===== src/panel_scan_pkg.sv =====
// Shared constants of the panel scan timing controller.
package panel_scan_pkg;

  ////////////////////////////////////////////////////////////////////////////
  // Clock rate and the sample clock divider.
  localparam real PCLK_MHZ   = 20.0; // System clock rate in MHz.
  localparam int  SAMPLE_DIV = 2;    // System cycles per sample clock period.

  ////////////////////////////////////////////////////////////////////////////
  // Line and field figures, in their own units and in system cycles.
  localparam real LINE_US       = 63.5;
  localparam int  LINE_CYC      = int'(LINE_US * PCLK_MHZ);
  localparam int  HALF_CYC      = LINE_CYC / 2;
  localparam real FIELD_LINES   = 262.5;
  localparam int  FIELD_HALVES  = int'(FIELD_LINES * 2.0);
  localparam real SOE_US        = 8.0;
  localparam int  SOE_CYC       = int'(SOE_US * PCLK_MHZ);
  localparam real SS_GAP_US     = 0.5;
  localparam int  SS_GAP_CYC    = int'(SS_GAP_US * PCLK_MHZ);
  localparam real SS_NS         = 100.0;
  localparam int  SS_CYC        = int'(SS_NS * PCLK_MHZ / 1000.0);
  localparam real TOSP_US       = 0.11;
  localparam int  TOSP_CYC      = int'($ceil(TOSP_US * PCLK_MHZ));
  localparam real VIDEO_US      = 10.0;
  localparam int  VIDEO_CYC     = int'(VIDEO_US * PCLK_MHZ);
  localparam int  VIDEO_SAMPLES = 480;
  localparam int  VIDEO_LEN_CYC = VIDEO_SAMPLES * SAMPLE_DIV;
  localparam real TOC_US        = 2.3;
  localparam int  TOC_CYC       = int'(TOC_US * PCLK_MHZ);
  localparam real GSC_HIGH_US   = 10.3;
  localparam int  GSC_HIGH_CYC  = int'(GSC_HIGH_US * PCLK_MHZ);
  localparam real GOE_LEAD_US   = 1.5;
  localparam int  GOE_LEAD_CYC  = int'(GOE_LEAD_US * PCLK_MHZ);
  localparam real GOE_TRAIL_CLK = 3.0;
  localparam int  GOE_TRAIL_CYC = int'(GOE_TRAIL_CLK * SAMPLE_DIV);
  localparam real GS_SETUP_US   = 2.0;
  localparam int  GS_SETUP_CYC  = int'($ceil(GS_SETUP_US * PCLK_MHZ));

  ////////////////////////////////////////////////////////////////////////////
  // Counter types and the marks of the line, as positions in a line.
  localparam int POS_W   = 11;
  localparam int FIELD_W = 10;
  typedef logic [POS_W-1:0]   pos_t;
  typedef logic [FIELD_W-1:0] field_t;
  localparam pos_t   P_LAST     = pos_t'(LINE_CYC - 1);
  localparam pos_t   P_HALF     = pos_t'(HALF_CYC);
  localparam pos_t   P_SOE_OFF  = pos_t'(SOE_CYC);
  localparam pos_t   P_SS_ON    = pos_t'(SOE_CYC + SS_GAP_CYC);
  localparam pos_t   P_SS_OFF   = pos_t'(SOE_CYC + SS_GAP_CYC + SS_CYC);
  localparam pos_t   P_VID_ON   = pos_t'(VIDEO_CYC);
  localparam pos_t   P_VID_OFF  = pos_t'(VIDEO_CYC + VIDEO_LEN_CYC);
  localparam pos_t   P_GSC_ON   = pos_t'(SOE_CYC + TOC_CYC);
  localparam pos_t   P_GSC_OFF  = pos_t'(SOE_CYC + TOC_CYC + GSC_HIGH_CYC);
  localparam pos_t   P_GOE_ON   = pos_t'(SOE_CYC + TOC_CYC - GOE_LEAD_CYC);
  localparam pos_t   P_GOE_OFF  = pos_t'(SOE_CYC + TOC_CYC + GOE_TRAIL_CYC);
  localparam field_t FIELD_LAST = field_t'(FIELD_HALVES - 1);
  localparam field_t GS_LAST    = field_t'(1); // Start pulse spans two halves.

  ////////////////////////////////////////////////////////////////////////////
  // Register map of the controller's own registers and their fields.
  localparam int                ADDR_W        = 12;
  localparam logic [ADDR_W-1:0] CTRL_OFS      = 12'h000;
  localparam logic [ADDR_W-1:0] STAT_OFS      = 12'h004;
  localparam logic [ADDR_W-1:0] POS_OFS       = 12'h008;
  localparam int                CTRL_RUN      = 0;
  localparam int                CTRL_SIMUL    = 1;
  localparam int                CTRL_VREV     = 2;
  localparam int                CTRL_HDIR     = 3;
  localparam logic              HDIR_RESET    = 1'b1;
  localparam int                STAT_RUN      = 0;
  localparam int                STAT_HOLD     = 1;
  localparam int                STAT_VSEEN    = 2;
  localparam int                STAT_HSEEN    = 3;
  localparam int                POS_FIELD_LSB = 16;

  // Scan sequencer states, Gray coded along idle, hold, scan.
  typedef enum logic [1:0] {
    ST_IDLE = 2'b00,
    ST_HOLD = 2'b01,
    ST_SCAN = 2'b11
  } scan_state_t;

endpackage : panel_scan_pkg


===== src/panel_scan_timing.sv =====
// Notes on behaviour
// - Gate enables held high one field at start.
// - Field lasts 262.5 lines, one start pulse.
// - Line period is 63.5 microseconds.
// - Sample clock runs within 1 to 10 MHz.
// - Sample clock phases high/low 47.1-57.5 ns.
// - Sequential phases each delayed after the previous.
// - Source start pulse 30 to 208 ns wide.
// - Source start setup 20 ns, hold 10 ns.
// - Source enable once per line, 7.5-8.5 us.
// - Video starts 1.59 to 11.11 us in.
// - Source enable to shift clock gap 2.3 us.
// - Source enable to source start gap 0.11 us.
// - Gate enable rises 1 to 2 us from shift.
// - Gate enable falls 2-4 sample clocks after shift.
// - Shift clock period 63.5 us, phases 5-58.5 us.
// - Gate start 5-126 us, 2 us setup/hold.
// - Vertical strap picks which gate start pin drives.
// - Horizontal strap picks which source start pin drives.
// - Mode strap high ties phases b, c high.
//
// Design decisions made here: the APB slave port and the address map.
`timescale 1ns/1ps
module panel_scan_timing
  import panel_scan_pkg::*;
#(
  parameter logic [3:0] STARTUP_FIELDS = 4'h1, // Fields of gate enable hold.
  parameter field_t     FIELD_END      = FIELD_LAST // Last half of a field.
) (
  // Clock, reset and APB slave port.
  input  wire logic              pclk,
  input  wire logic              presetn,
  input  wire logic              psel,
  input  wire logic              penable,
  input  wire logic [ADDR_W-1:0] paddr,
  input  wire logic              pwrite,
  input  wire logic [31:0]       pwdata,
  input  wire logic [3:0]        pstrb,
  output logic      [31:0]       prdata,
  output logic                   pready,
  output logic                   pslverr,
  // Source side of the panel.
  output logic                   sample_clock_phase_a,
  output logic                   sample_clock_phase_b,
  output logic                   sample_clock_phase_c,
  output logic                   sample_mode,
  output logic                   horizontal_scan_direction,
  input  wire logic              source_start_a_in,
  output logic                   source_start_a_out,
  output logic                   source_start_a_oe,
  input  wire logic              source_start_b_in,
  output logic                   source_start_b_out,
  output logic                   source_start_b_oe,
  output logic                   source_out_enable,
  output logic                   video_window,
  // Gate side of the panel.
  output logic                   gate_shift_clock,
  output logic                   vertical_scan_direction,
  input  wire logic              gate_start_a_in,
  output logic                   gate_start_a_out,
  output logic                   gate_start_a_oe,
  input  wire logic              gate_start_b_in,
  output logic                   gate_start_b_out,
  output logic                   gate_start_b_oe,
  output logic                   gate_out_enable_a,
  output logic                   gate_out_enable_b,
  output logic                   gate_out_enable_c
);

  ////////////////////////////////////////////////////////////////////////////
  // All state of the controller in one record.
  typedef struct packed {
    scan_state_t st;          // Sequencer state.
    pos_t        pos;         // Cycle within the line.
    field_t      field;       // Half line within the field.
    logic [3:0]  fields_done; // Whole fields seen while holding.
    logic        run;         // Software asks the scan to run.
    logic        simul;       // Simultaneous sampling strap level.
    logic        vrev;        // Vertical strap level, high is reverse.
    logic        hdir;        // Horizontal strap level, high is normal.
    logic        vseen;       // Gate start came back from the panel.
    logic        hseen;       // Source start came back from the panel.
    logic [2:0]  vsync;       // Synchroniser for the returned gate start.
    logic [2:0]  hsync;       // Synchroniser for the returned source start.
    logic        vfilt;       // Agreed level of the gate return.
    logic        hfilt;       // Agreed level of the source return.
    logic        pha;         // Sample clock, phase a.
    logic        phb;         // Sample clock, phase b.
    logic        phc;         // Sample clock, phase c.
    logic        ss;          // Source start pulse.
    logic        soe;         // Source output enable.
    logic        gsc;         // Gate shift clock.
    logic        gs;          // Gate start pulse.
    logic        goe;         // Gate output enables.
    logic        video;       // Window of valid video.
    logic        gs_a_oe;     // Drive enable of gate start pin a.
    logic        gs_b_oe;     // Drive enable of gate start pin b.
    logic        ss_a_oe;     // Drive enable of source start pin a.
    logic        ss_b_oe;     // Drive enable of source start pin b.
    logic        pready;      // APB ready, one cycle per access.
    logic        pslverr;     // APB error for an unmapped address.
    logic [31:0] prdata;      // APB read data.
  } ctl_t;

  ctl_t ctl_r;     // Registered state.
  ctl_t ctl_nxt;   // Next state.
  logic access;    // Access phase of an APB transfer.
  logic wr_ok;     // Write commits at this edge.
  logic half_step; // A half line begins in the next cycle.
  logic active;    // Scan runs in the next cycle.

  ////////////////////////////////////////////////////////////////////////////
  // Next-state logic: bus slave, returned start pins, scan counters, pins.
  always_comb begin
    ctl_nxt   = ctl_r;
    access    = psel & penable;
    wr_ok     = access & ctl_r.pready & pwrite & pstrb[0];
    half_step = 1'b0;
    // Ready follows one wait cycle, so read data and error come from flops.
    ctl_nxt.pready  = access & ~ctl_r.pready;
    ctl_nxt.prdata  = 32'h0000_0000;
    ctl_nxt.pslverr = 1'b0;
    if (access && !ctl_r.pready) begin
      case (paddr)
        CTRL_OFS: begin
          ctl_nxt.prdata[CTRL_RUN]   = ctl_r.run;
          ctl_nxt.prdata[CTRL_SIMUL] = ctl_r.simul;
          ctl_nxt.prdata[CTRL_VREV]  = ctl_r.vrev;
          ctl_nxt.prdata[CTRL_HDIR]  = ctl_r.hdir;
        end
        STAT_OFS: begin
          ctl_nxt.prdata[STAT_RUN]   = (ctl_r.st != ST_IDLE);
          ctl_nxt.prdata[STAT_HOLD]  = (ctl_r.st == ST_HOLD);
          ctl_nxt.prdata[STAT_VSEEN] = ctl_r.vseen;
          ctl_nxt.prdata[STAT_HSEEN] = ctl_r.hseen;
        end
        POS_OFS: begin
          ctl_nxt.prdata[POS_W-1:0]                = ctl_r.pos;
          ctl_nxt.prdata[POS_FIELD_LSB +: FIELD_W] = ctl_r.field;
        end
        // Unmapped words read as zero and answer with an error.
        default: ctl_nxt.pslverr = 1'b1;
      endcase
    end
    // Strap levels may change while scanning; the panel sees it at once.
    if (wr_ok && paddr == CTRL_OFS) begin
      ctl_nxt.run   = pwdata[CTRL_RUN];
      ctl_nxt.simul = pwdata[CTRL_SIMUL];
      ctl_nxt.vrev  = pwdata[CTRL_VREV];
      ctl_nxt.hdir  = pwdata[CTRL_HDIR];
    end
    // The start pin the controller does not drive carries the panel's
    // cascade output; it is synchronised and seen once two stages agree.
    ctl_nxt.vsync = {ctl_r.vsync[1:0],
                     ctl_r.vrev ? gate_start_b_in : gate_start_a_in};
    ctl_nxt.hsync = {ctl_r.hsync[1:0],
                     ctl_r.hdir ? source_start_b_in : source_start_a_in};
    if (ctl_r.vsync[2] == ctl_r.vsync[1]) begin
      ctl_nxt.vfilt = ctl_r.vsync[1];
    end
    if (ctl_r.hsync[2] == ctl_r.hsync[1]) begin
      ctl_nxt.hfilt = ctl_r.hsync[1];
    end
    // Write one clears; a return arriving in the same cycle still sets.
    if (wr_ok && paddr == STAT_OFS) begin
      ctl_nxt.vseen = ctl_r.vseen & ~pwdata[STAT_VSEEN];
      ctl_nxt.hseen = ctl_r.hseen & ~pwdata[STAT_HSEEN];
    end
    ctl_nxt.vseen = ctl_nxt.vseen | (ctl_nxt.vfilt & ~ctl_r.vfilt);
    ctl_nxt.hseen = ctl_nxt.hseen | (ctl_nxt.hfilt & ~ctl_r.hfilt);
    // Scan sequencer: line counter of system cycles, field counter of half lines.
    case (ctl_r.st)
      ST_IDLE: begin
        if (ctl_r.run) begin
          ctl_nxt.st          = ST_HOLD;
          ctl_nxt.pos         = '0;
          ctl_nxt.field       = '0;
          ctl_nxt.fields_done = 4'h0;
        end
      end
      ST_HOLD, ST_SCAN: begin
        if (!ctl_r.run) begin
          ctl_nxt.st = ST_IDLE;
        end else begin
          ctl_nxt.pos = (ctl_r.pos == P_LAST) ? '0 : ctl_r.pos + 1'b1;
          half_step   = (ctl_nxt.pos == '0) || (ctl_nxt.pos == P_HALF);
          if (half_step) begin
            ctl_nxt.field = (ctl_r.field == FIELD_END) ? '0
                          : ctl_r.field + 1'b1;
          end
          // Each field wrap while holding counts one whole field.
          if (half_step && ctl_nxt.field == '0 && ctl_r.st == ST_HOLD) begin
            ctl_nxt.fields_done = ctl_r.fields_done + 4'h1;
            if (ctl_nxt.fields_done >= STARTUP_FIELDS) begin
              ctl_nxt.st = ST_SCAN;
            end
          end
        end
      end
      default: ctl_nxt.st = ST_IDLE;
    endcase
    active = (ctl_nxt.st != ST_IDLE);
    // Phase a toggles every cycle; line length is even so it never slips.
    ctl_nxt.pha = active & ctl_nxt.pos[0];
    // Phase b lags a by one cycle and c lags b; simultaneous ties them.
    ctl_nxt.phb = ctl_nxt.simul | ctl_r.pha;
    ctl_nxt.phc = ctl_nxt.simul | ctl_r.phb;
    // Source start straddles one rising edge of phase a.
    ctl_nxt.ss = active && ctl_nxt.pos >= P_SS_ON
              && ctl_nxt.pos < P_SS_OFF;
    ctl_nxt.soe = active && ctl_nxt.pos < P_SOE_OFF;
    ctl_nxt.video = active && ctl_nxt.pos >= P_VID_ON
                 && ctl_nxt.pos < P_VID_OFF;
    ctl_nxt.gsc = active && ctl_nxt.pos >= P_GSC_ON
               && ctl_nxt.pos < P_GSC_OFF;
    // Gate start covers the first two half lines of every field.
    ctl_nxt.gs = active && ctl_nxt.field <= GS_LAST;
    // Gate enables stay high until the hold ends, then pulse per line.
    ctl_nxt.goe = (ctl_nxt.st != ST_SCAN)
               || (ctl_nxt.pos >= P_GOE_ON && ctl_nxt.pos < P_GOE_OFF);
    ctl_nxt.gs_a_oe = ctl_nxt.vrev;
    ctl_nxt.gs_b_oe = ~ctl_nxt.vrev;
    ctl_nxt.ss_a_oe = ctl_nxt.hdir;
    ctl_nxt.ss_b_oe = ~ctl_nxt.hdir;
  end

  ////////////////////////////////////////////////////////////////////////////
  // State register; gate enables reset high so the panel stays blanked.
  always_ff @(posedge pclk or negedge presetn) begin
    if (!presetn) begin
      ctl_r      <= '0;
      ctl_r.st   <= ST_IDLE;
      ctl_r.hdir <= HDIR_RESET;
      ctl_r.goe  <= 1'b1;
      ctl_r.ss_a_oe <= HDIR_RESET;
      ctl_r.ss_b_oe <= ~HDIR_RESET;
      ctl_r.gs_b_oe <= 1'b1;
    end else begin
      ctl_r <= ctl_nxt;
    end
  end

  ////////////////////////////////////////////////////////////////////////////
  // Outputs, each straight from a flop of the record.
  assign prdata                    = ctl_r.prdata;
  assign pready                    = ctl_r.pready;
  assign pslverr                   = ctl_r.pslverr;
  assign sample_clock_phase_a      = ctl_r.pha;
  assign sample_clock_phase_b      = ctl_r.phb;
  assign sample_clock_phase_c      = ctl_r.phc;
  assign sample_mode               = ctl_r.simul;
  assign horizontal_scan_direction = ctl_r.hdir;
  assign source_start_a_out        = ctl_r.ss;
  assign source_start_a_oe         = ctl_r.ss_a_oe;
  assign source_start_b_out        = ctl_r.ss;
  assign source_start_b_oe         = ctl_r.ss_b_oe;
  assign source_out_enable         = ctl_r.soe;
  assign video_window              = ctl_r.video;
  assign gate_shift_clock          = ctl_r.gsc;
  assign vertical_scan_direction   = ctl_r.vrev;
  assign gate_start_a_out          = ctl_r.gs;
  assign gate_start_a_oe           = ctl_r.gs_a_oe;
  assign gate_start_b_out          = ctl_r.gs;
  assign gate_start_b_oe           = ctl_r.gs_b_oe;
  assign gate_out_enable_a         = ctl_r.goe;
  assign gate_out_enable_b         = ctl_r.goe;
  assign gate_out_enable_c         = ctl_r.goe;

  ////////////////////////////////////////////////////////////////////////////
  // Checks on the pin timing.
  localparam int TOC_D  = TOC_CYC;
  localparam int TOC_D1 = TOC_CYC + 1;
  localparam int VID_D  = VIDEO_CYC;
  localparam int VID_D1 = VIDEO_CYC + 1;
  localparam int LEAD_D = GOE_LEAD_CYC;
  localparam int LEAD_1 = GOE_LEAD_CYC + 1;
  localparam int TOSP_D = TOSP_CYC;
  localparam int GS_D   = GS_SETUP_CYC;

  property p_hold_high;
    @(posedge pclk) disable iff (!presetn)
    (ctl_r.st == ST_HOLD) |-> gate_out_enable_a && gate_out_enable_c;
  endproperty
  a_hold_high: assert property (p_hold_high) else $error("Hold dropped.");
  property p_hold_end;
    @(posedge pclk) disable iff (!presetn)
    (ctl_r.st == ST_SCAN && $past(ctl_r.st) == ST_HOLD)
      |-> ctl_r.field == '0 && $past(ctl_r.field) == FIELD_END;
  endproperty
  a_hold_end: assert property (p_hold_end) else $error("Hold end early.");
  property p_field;
    @(posedge pclk) disable iff (!presetn)
    $rose(gate_start_a_out)
      |-> ctl_r.field == '0 && (ctl_r.pos == '0 || ctl_r.pos == P_HALF);
  endproperty
  a_field: assert property (p_field) else $error("Field start off.");
  property p_line;
    @(posedge pclk) disable iff (!presetn)
    (ctl_r.st != ST_IDLE && $past(ctl_r.st) != ST_IDLE && ctl_r.pos == '0)
      |-> $past(ctl_r.pos) == P_LAST && source_out_enable;
  endproperty
  a_line: assert property (p_line) else $error("Line length off.");
  property p_toggle;
    @(posedge pclk) disable iff (!presetn)
    (ctl_r.st != ST_IDLE && $past(ctl_r.st) != ST_IDLE)
      |-> sample_clock_phase_a != $past(sample_clock_phase_a);
  endproperty
  a_toggle: assert property (p_toggle) else $error("Phase a stuck.");
  property p_seq;
    @(posedge pclk) disable iff (!presetn)
    (!sample_mode && !$past(sample_mode))
      |-> sample_clock_phase_b == $past(sample_clock_phase_a)
       && sample_clock_phase_c == $past(sample_clock_phase_b);
  endproperty
  a_seq: assert property (p_seq) else $error("Phase lag wrong.");
  property p_sstart;
    @(posedge pclk) disable iff (!presetn)
    $rose(source_start_a_out) |-> !sample_clock_phase_a
      ##1 (source_start_a_out && sample_clock_phase_a)
      ##1 !source_start_a_out;
  endproperty
  a_sstart: assert property (p_sstart) else $error("Start pulse off.");
  property p_soe;
    @(posedge pclk) disable iff (!presetn)
    ($fell(source_out_enable) && ctl_r.st != ST_IDLE)
      |-> ctl_r.pos == P_SOE_OFF;
  endproperty
  a_soe: assert property (p_soe) else $error("Enable width off.");
  property p_video;
    @(posedge pclk) disable iff (!presetn)
    $rose(video_window) |-> $past(source_out_enable, VID_D)
      && !$past(source_out_enable, VID_D1);
  endproperty
  a_video: assert property (p_video) else $error("Video start off.");
  property p_toc;
    @(posedge pclk) disable iff (!presetn)
    $rose(gate_shift_clock) |-> !$past(source_out_enable, TOC_D)
      && $past(source_out_enable, TOC_D1);
  endproperty
  a_toc: assert property (p_toc) else $error("Shift gap off.");
  property p_tosp;
    @(posedge pclk) disable iff (!presetn)
    $rose(source_start_a_out) |-> !$past(source_out_enable, TOSP_D);
  endproperty
  a_tosp: assert property (p_tosp) else $error("Start too close.");
  property p_goe_rise;
    @(posedge pclk) disable iff (!presetn)
    ($rose(gate_shift_clock) && $past(ctl_r.st, LEAD_1) == ST_SCAN)
      |-> $past(gate_out_enable_b, LEAD_D)
       && !$past(gate_out_enable_b, LEAD_1);
  endproperty
  a_goe_rise: assert property (p_goe_rise) else $error("Gate lead off.");
  property p_goe_fall;
    @(posedge pclk) disable iff (!presetn)
    ($rose(gate_shift_clock) && ctl_r.st == ST_SCAN && ctl_r.run)
      |-> gate_out_enable_b[*6] ##1 !gate_out_enable_b;
  endproperty
  a_goe_fall: assert property (p_goe_fall) else $error("Gate trail off.");
  property p_gsc;
    @(posedge pclk) disable iff (!presetn)
    ($fell(gate_shift_clock) && ctl_r.st != ST_IDLE)
      |-> ctl_r.pos == P_GSC_OFF;
  endproperty
  a_gsc: assert property (p_gsc) else $error("Shift width off.");
  property p_gs_setup;
    @(posedge pclk) disable iff (!presetn)
    ($rose(gate_shift_clock) && gate_start_b_out)
      |-> $past(gate_start_b_out, GS_D);
  endproperty
  a_gs_setup: assert property (p_gs_setup) else $error("Gate setup.");
  property p_dirs;
    @(posedge pclk) disable iff (!presetn)
    gate_start_a_oe == vertical_scan_direction
      && gate_start_b_oe != vertical_scan_direction
      && source_start_a_oe == horizontal_scan_direction
      && source_start_b_oe != horizontal_scan_direction;
  endproperty
  a_dirs: assert property (p_dirs) else $error("Pin roles wrong.");
  property p_simul;
    @(posedge pclk) disable iff (!presetn)
    sample_mode |-> sample_clock_phase_b && sample_clock_phase_c;
  endproperty
  a_simul: assert property (p_simul) else $error("Phases not tied.");

endmodule : panel_scan_timing


===== config.mk =====
export PLATFORM = sky130hd
export DESIGN_NAME = panel_scan_timing
export DESIGN_NICKNAME = d
export VERILOG_FILES = /design/src/panel_scan_pkg.sv /design/src/panel_scan_timing.sv
export SDC_FILE = /design/constraint.sdc
export NUM_CORES = 1
export LEC_CHECK = 0
export BUFFER_PORTS_ARGS = -buffer_cell sky130_fd_sc_hd__buf_4
export CAP_MARGIN = 25
export CORE_UTILIZATION = 50
export DETAILED_ROUTE_END_ITERATION = 10
export PLACE_DENSITY = 0.81
export SLEW_MARGIN = 40
export SYNTH_ARGS = -nofsm -noshare
export SYNTH_HDL_FRONTEND = slang
export SYNTH_SLANG_ARGS = --single-unit

===== constraint.sdc =====
create_clock -name pclk -period 3.75 [get_ports pclk]
set_clock_uncertainty 0.05 [all_clocks]
set_input_delay 0.375 -clock pclk [delete_from_list [all_inputs] [get_ports pclk]]
set_output_delay 0.375 -clock pclk [all_outputs]
set_load 0.05 [all_outputs]

==> Word-level counts from Yosys, hierarchy flattened <==
Index checks and enable logic that the tools add are counted.
{ "word_totals": {"ff_bits": 75, "input_bits": 57, "out_inout_bits": 54, "wordCells": 129} }
{ "classes": {"addsub": 3, "order_cmp": 11, "n_eq_ne": 13, "mux": 26, "n_bitwise": 21, "n_reduce_logical": 27} }
{ "ops": {"columns": ["cell", "count"], "rows": [
  ["$mux W10", 6],
  ["$pmux W25 S2", 1],
  ["$ge A11 B8 Y1 const B", 4],
  ["$lt A11 B8 Y1 const B", 3],
  ["$mux W27", 1],
  ["$mux W25", 1],
  ["$mux W11", 2],
  ["$logic_and A1 B1 Y1", 14],
  ["$eq A12 B3 Y1 const B", 1],
  ["$eq A12 B4 Y1 const B", 1],
  ["$logic_not A12 Y1", 1],
  ["$pmux W4 S3", 1],
  ["$add A11 B1 Y11 const B", 1],
  ["$eq A11 B10 Y1 const B", 1],
  ["$eq A11 B11 Y1 const B", 1],
  ["$logic_not A11 Y1", 1],
  ["$lt A11 B11 Y1 const B", 1],
  ["$lt A11 B9 Y1 const B", 1],
  ["$add A10 B1 Y10 const B", 1],
  ["$and A1 B1 Y1", 10],
  ["$eq A10 B10 Y1 const B", 1],
  ["$le A10 B1 Y1 const B", 1],
  ["$logic_not A10 Y1", 1],
  ["$mux W2", 4],
  ["other kinds (20)", 41]
]} }

==> Depth between registers and ports, before layout <==
Gate-level depths: netlist of the first run.
{ "logic_depth": {"word_depth": 16, "depth_mapped": 13} }

==> Worst setup path after synthesis of the first run <==
No wires, ideal clock.
{ "synth_timing": {"path_kind": "register to register", "startpoint": "register ctl_r[76] in the netlist's numbering", "endpoint": "register ctl_r (netlist bit gate_start_a_out)", "arrival_time_ns": 2.819, "required_time_ns": 3.599, "path_slack_ns": 0.780, "path_stages_with_launch": 12, "path_buffers": 1, "synth_period_minus_slack_ns": 2.970, "path_cell_list": "dfrtp_1 > ha_1 > and4_1 > nand4_1 > a21oi_1 > o22ai_2 > nor4b_4 > buf_6 > a21oi_2 > a211o_1 > or4b_1 > nor4_1"} }
{ "synth_rtl": {"columns": ["item", "line", "text"], "rows": [
  ["start, declared", "panel_scan_timing.sv:105", "ctl_t ctl_r;"],
  ["start signal, assigned", "panel_scan_timing.sv:239", "ctl_r <= ctl_nxt;"]
]} }

==> results of run 1 <==
[cell families after synthesis]
logic type | count (synthesis) | share of synthesized area, %
xor+xnor | 10 | 2.081
simple gates | 171 | 21.82
buf+inv | 84 | 11.50
flops | 75 | 44.68
other cells | 1 | 0.08909
mux | 9 | 2.229
compound gates | 101 | 15.34
fa+ha+maj | 8 | 2.259
[placed cells by master (no fill, tap or decap), types with 3 or more instances in the layout]
master    Yosys  routed
nor3_1       10      10
nand2_1      41      41
nand4_1       8       8
and2_1       22      22
conb_1        1      11
mux2_2        3       3
clkbuf_8      0      11
xnor2_1       7       7
nand3_1      18      18
a211o_1       3       3
a21oi_1      22      22
nor3b_1       3       3
nor2b_1       5       4
nor2_1       31      31
nor4_1        7       7
mux2i_1       6       6
a22o_1        4       4
a31oi_1       3       3
dfrtp_1      72      72
inv_1        17      17
nand2b_1      4       4
o21ai_0      31      31
buf_4        39      81
dfstp_2       3       3
and3_1       10      10
ha_1          6       6
xor2_1        3       3
o31ai_1      13      11
[cell usage after synthesis, drive strengths merged (2+ instances only)]
master	number	share of area, %
dfrtp	72	43
buf	48	8.3
nand2	41	3.7
o21ai	33	3.9
nor2	31	2.8
a21oi	24	3.0
and2	22	3.3
clkbuf	19	1.7
nand3	18	2.1
inv	17	1.5
o31ai	13	2.3
and3	10	1.5
nor3	10	1.2
nand4	8	1.2
nor4	7	1.0
xnor2	7	1.5
ha	6	1.8
mux2i	6	1.4
nor2b	5	0.74
a22o	4	0.83
nand2b	4	0.59
a211o	3	0.62
a31oi	3	0.45
dfstp	3	1.9
mux2	3	0.80
nor3b	3	0.54
o22ai	3	0.59
xor2	3	0.62
a21o	2	0.36
a22oi	2	0.36
a311oi	2	0.42
and4	2	0.42
maj3	2	0.48
o41ai	2	0.42
or2	2	0.30
or4	2	0.36
or4b	2	0.48
[power breakdown]
group / switching [mW] / total [mW] / internal [mW]
combinational: 0.0550 / 0.0799 / 0.0249
sequential: 0.00394 / 0.819 / 0.815
clock: 0.312 / 0.726 / 0.413
total: 0.371 / 1.62 / 1.25
[worst min path at each step]
stage	slack (ns)	endpoint
floorplan	0.03	ctl_nxt[50]
global placement	0.28	ctl_nxt[51]
detailed placement	0.29	ctl_nxt[51]
CTS	0.20	ctl_nxt[50]
global route	0.20	ctl_nxt[53]
finish	0.20	ctl_nxt[50]
[state kept, by name (all words and copies together) (netlist names)]
name                  flops
ctl_nxt                   4
ctl_r                    34
gate_out_enable_a         1
gate_shift_clock          1
gate_start_a_oe           1
gate_start_a_out          1
gate_start_b_oe           1
prdata                   21
pready                    1
pslverr                   1
sample_clock_phase_a      1
sample_clock_phase_b      1
sample_clock_phase_c      1
sample_mode               1
source_out_enable         1
source_start_a_oe         1
source_start_a_out        1
source_start_b_oe         1
video_window              1
[what timing repair did]
action	in CTS	in global routing
hold buffers	1	0
endpoints found under the hold margin	2	0
setup endpoints to repair	0	1
setup buffers	0	1
[worst max-delay path: stages, from the launching register on]
cell and delay, ns:
dfrtp_1 0.47, ha_1 0.34, and4_1 0.34, nand4_1 0.12, a21oi_1 0.22, o22ai_2 0.15, nor4b_4 0.27, buf_4 0.19
a21oi_1 0.09, a211o_1 0.32, or4b_1 0.49, nor4_1 0.31
[final cells by class]
type                    count  share of cell area (%)
clock buffers              11                   3.129
repair buffers             83                   13.01
inverters                  17                   1.319
well taps                 105                   2.715
flip-flops and latches     75                   38.87
multi-input cells         310                   39.23
clock inverters             5                   1.733
[per-layer routing]
metal  share of wire (%)  vias up  wire (µm)  track usage [%]
met1                  44     1640       4155            29.34
met4                 2.4        0        226            7.949
met3                 5.3       22        507            4.450
li1                    -     1629          -                -
met2                  49      149       4650            36.19
met5                   0        -          0                0
[stage by stage]
step | setup slack [ns] | util, % | hold slack (ns) | instances
6_report | 0.2787 | 59.18 | 0.2042 | 606
2_1_floorplan | 0.7802 | - | 0.02941 | 469
4_1_cts | 0.2470 | 58.94 | 0.2004 | 605
5_1_grt | 0.04784 | 59.18 | 0.1985 | 606
3_5_place_dp | 0.3127 | 55.94 | 0.2870 | 588
3_3_place_gp | 0.3854 | 55.89 | 0.2844 | 588
==> out/qor.yml, run 1 <==
ff_latch_area_um2: 1881
grt_pass1_vias: 3202
drc: 0
worst_slew_pin_slew_ns: 0.8112
outcome: "completed"
clock_path_buffers: 2
timing.final.hold_violations: 0
synth-edff-count: 0
hold_start: "source_start_a_in"
hp-class: "primary input to flop"
grt_antenna_before_repair: 0
final_design_area_no_fill_um2: 4838
worstSetupEndpointType: "flop"
dp_hpwl_um: 6555
critical_path.reg2reg.startpoint: "ctl_r[76]"
nFillCells: 686
vias: 3440
clock_sinks: 75
cts_tree: "done"
r2r_end: "gate_start_a_out"
gp_congestion: 0.8875
ys_seq_elements: 75
die_height_um: 93.75
syn_inst: 459
antenna_cells: 0
power.leakage_nw: 2.297
power.density_nw_per_um2: 335.7
final.period_utilization_pct: 92.57
boundaryPins: 111
syn_area_um2: 4209
firstDrtPassIters: 6
finalNetCount: 559
clkTransAtPathRegs_ns: 0.09
routed_wire_length_um: 9540
worstSetupPathType: "flop to flop"
grt_first_pass_wirelength_um: 15090
timing.hold.worst_path_depth: 2
critical_path.startpoint: "ctl_r[76]"
port_buffers: 68
layout-area-overhead-vs-synth_pct: 14.95
placement.cell_area_um2: 4573
ys.flop_type: "dfrtp_1"
crit_path_max_fanout: 8
p_total_mw: 1.624
slew_violations: 0
grt_start_max_net_pins: 76
seq_area_frac_synth_pct: 44.68
finalCriticalPeriod_ns: 3.471
crit_path_start_kind: "flop"
track_usage_pct: 22.22
rsz0062_at_grt: "no"
ff2ff_path_depth: 11
r2r_setup_slack_ns: 0.28
total_die_area_um2: 8789
drt-vias-per-instance: 5.677
postCtsResizedCells: 0
die-width_um: 93.75
multi_input_comb_area_um2: 1898
synth_async_sr_flop_share_pct: 100.0
dr.first_iter.drc_count: 259
ant_nets: 0
cts_root_buffer: "clkbuf_8"
drive_above_1_share_pct: 23.35
placementRows: 33
clkLatencyLatePin_ns: 0.36
maxSlewHeadroom_pct: 45.46
core_region_area_um2: 8175
synth.yosys.warnings: 0
totalNegativeSetupSlack_ns: 0
setup_viol: 0
cp-endpoint: "gate_start_a_out"
synth.distinct_cells: 58
start_util_pct: 51.48
post_synth.cell_area_avg_um2: 9.170
htreeDepth: 3
timing_limited_maximum_frequency_ghz: 0.2881
drv_cap: 0
vdd.ir_drop.worst_mv: 0.1965
worstPathArrival_ns: 3.67
cp_data_required_time_ns: 3.95
wl_per_cell_um: 15.74
tritoncts.num_buffers: 9
grt.overflow.total: 0
No activity file was read; power rests on OpenSTA's default activity.
==> run 2: changes to the inputs <==
--- a/config.mk
+++ b/config.mk
@@ -7,7 +7,9 @@
 export LEC_CHECK = 0
 export BUFFER_PORTS_ARGS = -buffer_cell sky130_fd_sc_hd__buf_4
 export CAP_MARGIN = 25
+export CORE_MARGIN = 4
 export CORE_UTILIZATION = 50
+export CTS_BUF_LIST = sky130_fd_sc_hd__clkbuf_4 sky130_fd_sc_hd__clkbuf_8
 export DETAILED_ROUTE_END_ITERATION = 10
 export PLACE_DENSITY = 0.81
 export SLEW_MARGIN = 40
==> out/qor.yml, run 2 (synthesis results as in run 1) <==
track_usage_pct: 19.36  # -2.9 points
clock_power_share_pct: 45.5  # +0.8 points
vias: 3388  # -1.5%
layout-area-overhead-vs-synth_pct: 14.63
largest_register_ff_count: 34  # unchanged
layout_commonest_cell: "buf_4"
finalCriticalPeriod_ns: 3.533  # +0.06169 ns
critical_path_buf_inv_count: 0  # -1
clock_sinks: 75  # unchanged
outcome: "finished, violations left"
boundaryPins: 111  # unchanged
die_height_um: 99.75  # +6.4%
switch_pwr_uw: 340.6  # -8.2%
placementRows: 33  # unchanged
grt_met2_use_pct: 31.76  # -4.4 points
timing_limited_maximum_frequency_ghz: 0.2830  # -1.7%
worstSetupEndpointType: "flop"
dp_hpwl_um: 6596  # +0.62%
drv_cap: 0  # unchanged
critPathMaxStageDelay_ns: 0.54  # +0.05 ns
wl_per_cell_um: 15.68  # -0.40%
hp-class: "primary input to asynchronous set/reset pin"
timing.critical_path.cells: "nand4bb_4, or3_4, a21oi_2, o22ai_2, nor4b_4, a21oi_1, a211o_1, or4b_1, nor4_1"
tritoncts.num_buffers: 9  # unchanged
routed_wire_length_um: 9423  # -1.2%
clock_path_buffers: 2  # unchanged
maxSlewHeadroom_pct: 48.05  # +2.6 points
start_util_pct: 51.23  # -0.26 points
vdd.ir_drop.worst_mv: 0.2467  # +26%
slew_violations: 0  # unchanged
worstPathArrival_ns: 3.72  # +0.05 ns
share_seq_of_total_power_pct: 49.8  # -0.6 points
core_region_area_um2: 8217  # +0.51%
drive_above_1_share_pct: 22.98  # -0.37 points
worst_slew_pin_slew_ns: 0.7727  # -0.03849 ns
switching_power_as_a_share_of_total_power_pct: 20.70  # -2.1 points
antenna_cells: 0  # unchanged
dr.first_iter.drc_count: 245  # -5.4%
timing.critical_path.slowest_stage_cell: "nor4b_4"
grt_first_pass_wirelength_um: 15550  # +3.0%
cp_top_family: "simple AND/OR/NAND/NOR gates"
timing.final.hold_violations: 6  # +6
htreeDepth: 3  # unchanged
drt-vias-per-instance: 5.637  # -0.69%
die-width_um: 99.75  # +6.4%
crit_path_start_kind: "flop"
grt_util_met3_pct: 3.436  # -1.0 points
place_inst: 585  # -0.51%
global_route.peak_usage_layer: "met2"
placement.cell_area_um2: 4547  # -0.57%
cts_root_buffer: "clkbuf_8"
layoutNonFillerInstCount: 601  # -0.83%
gp_congestion: 0.9575  # +7.9%
hold_ws_ns: -0.01021  # -0.2144 ns
rsz0062_at_grt: "no"
drc: 0  # unchanged
grt_start_max_net_pins: 76  # unchanged
clkTransAtPathRegs_ns: 0.07  # -0.02 ns
met1_layer_usage_reported_by_global_route_pct: 25.89  # -3.4 points
cts_tree: "done"
violations: "negative hold slack"
firstDrtPassIters: 5  # -1
grt_pass1_vias: 3255  # +1.7%
final_design_area_no_fill_um2: 4825  # -0.28%
top_register: "ctl_r"
final.period_utilization_pct: 94.21  # +1.6 points
totalNegativeSetupSlack_ns: 0  # unchanged
cp_data_required_time_ns: 3.93  # -0.02 ns
most_frequent_cells_in_the_layout: "buf_4, dfrtp_1, nand2_1"
power.density_nw_per_um2: 341.0  # +1.6%
ant_nets: 0  # unchanged
grt.overflow.total: 0  # unchanged
cellInternalPower_mw: 1.305  # +4.1%
p_comb_share_pct: 4.7  # -0.2 points
finalNetCount: 555  # -0.72%
port_buffers: 68  # unchanged
finish.utilization_pct: 58.72  # -0.46 points
total_die_area_um2: 9950  # +13%
setup_viol: 0  # unchanged
crit_path_max_fanout: 13  # +5
clkLatencyLatePin_ns: 0.34  # -0.02 ns
worstSetupPathType: "flop to flop"
grt_antenna_before_repair: 0  # unchanged
power.leakage_nw: 2.282  # -0.65%
[run 2: cell types whose count changed in the layout (fill, tap and decap cells not counted), sizes merged]
cell	delta
buf	-3
clkinvlp	-2
clkinv	+1
dlygate4sd3	-1
bufinv	+1
inv	-1
[run 2: worst register-to-register path: stages, from the launching register on]
cell and delay, ns:
dfrtp_1 0.53, nand4bb_4 0.31, or3_4 0.40, a21oi_2 0.18
o22ai_2 0.12, nor4b_4 0.54, a21oi_1 0.18, a211o_1 0.32
or4b_1 0.49, nor4_1 0.30
[run 2: worst paths after layout]
kind	slack, ns	cells past startpoint	start	endpoint
worst min register to register	0.30	0	ctl_nxt[53]	ctl_nxt[54]
worst max register to register	0.22	9	ctl_r[78]	gate_start_a_out
min in group pclk	0.21	2	gate_start_a_in	ctl_nxt[53]
worst min-delay path	-0.01	1	presetn	source_out_enable
worst max-delay path	0.22	9	ctl_r[78]	gate_start_a_out
max in group asynchronous	3.19	1	presetn	ctl_r[75]
[run 2: metrics by stage]
| step | total power, mW | setup slack, ns |
|---|---|---|
| detailed placement | 0.9139 | 0.2316 |
| floorplan | 0.8828 | 0.7802 |
| global placement | 0.9119 | 0.2319 |
| global route | 1.702 | 0.03525 |
| finish | 1.645 | 0.2170 |
| CTS | 1.661 | 0.1147 |
[run 2: cell type report]
cell class | count | area [µm²]
fillers | 685 | 3392
multi-input cells | 310 | 1907
flip-flops and latches | 75 | 1882
repair buffers | 79 | 596.8
clock buffers | 11 | 145.1
well taps | 105 | 131.4
clock inverters | 4 | 98.84
inverters | 17 | 63.81
[run 2: timing repair]
action	in CTS	in global routing
resized for setup	0	4
setup endpoints to repair	0	2
setup buffers	0	1
hold buffers	0	0
[run 2: power groups by stage]
stage / Sequential (mW) / Clock [mW] / Combinational, mW
after floorplan: 0.838 / 0 / 0.0448
after global placement: 0.834 / 0 / 0.0777
after detailed placement: 0.834 / 0 / 0.0794
after CTS: 0.819 / 0.763 / 0.0792
after global routing: 0.819 / 0.797 / 0.0854
final: 0.819 / 0.748 / 0.0781
[run 2: routing by layer]
metal / wire [µm] / share of wire, %
met5: 0 / 0
met3: 568 / 6.0
met1: 4087 / 43
met2: 4644 / 49
met4: 122 / 1.3
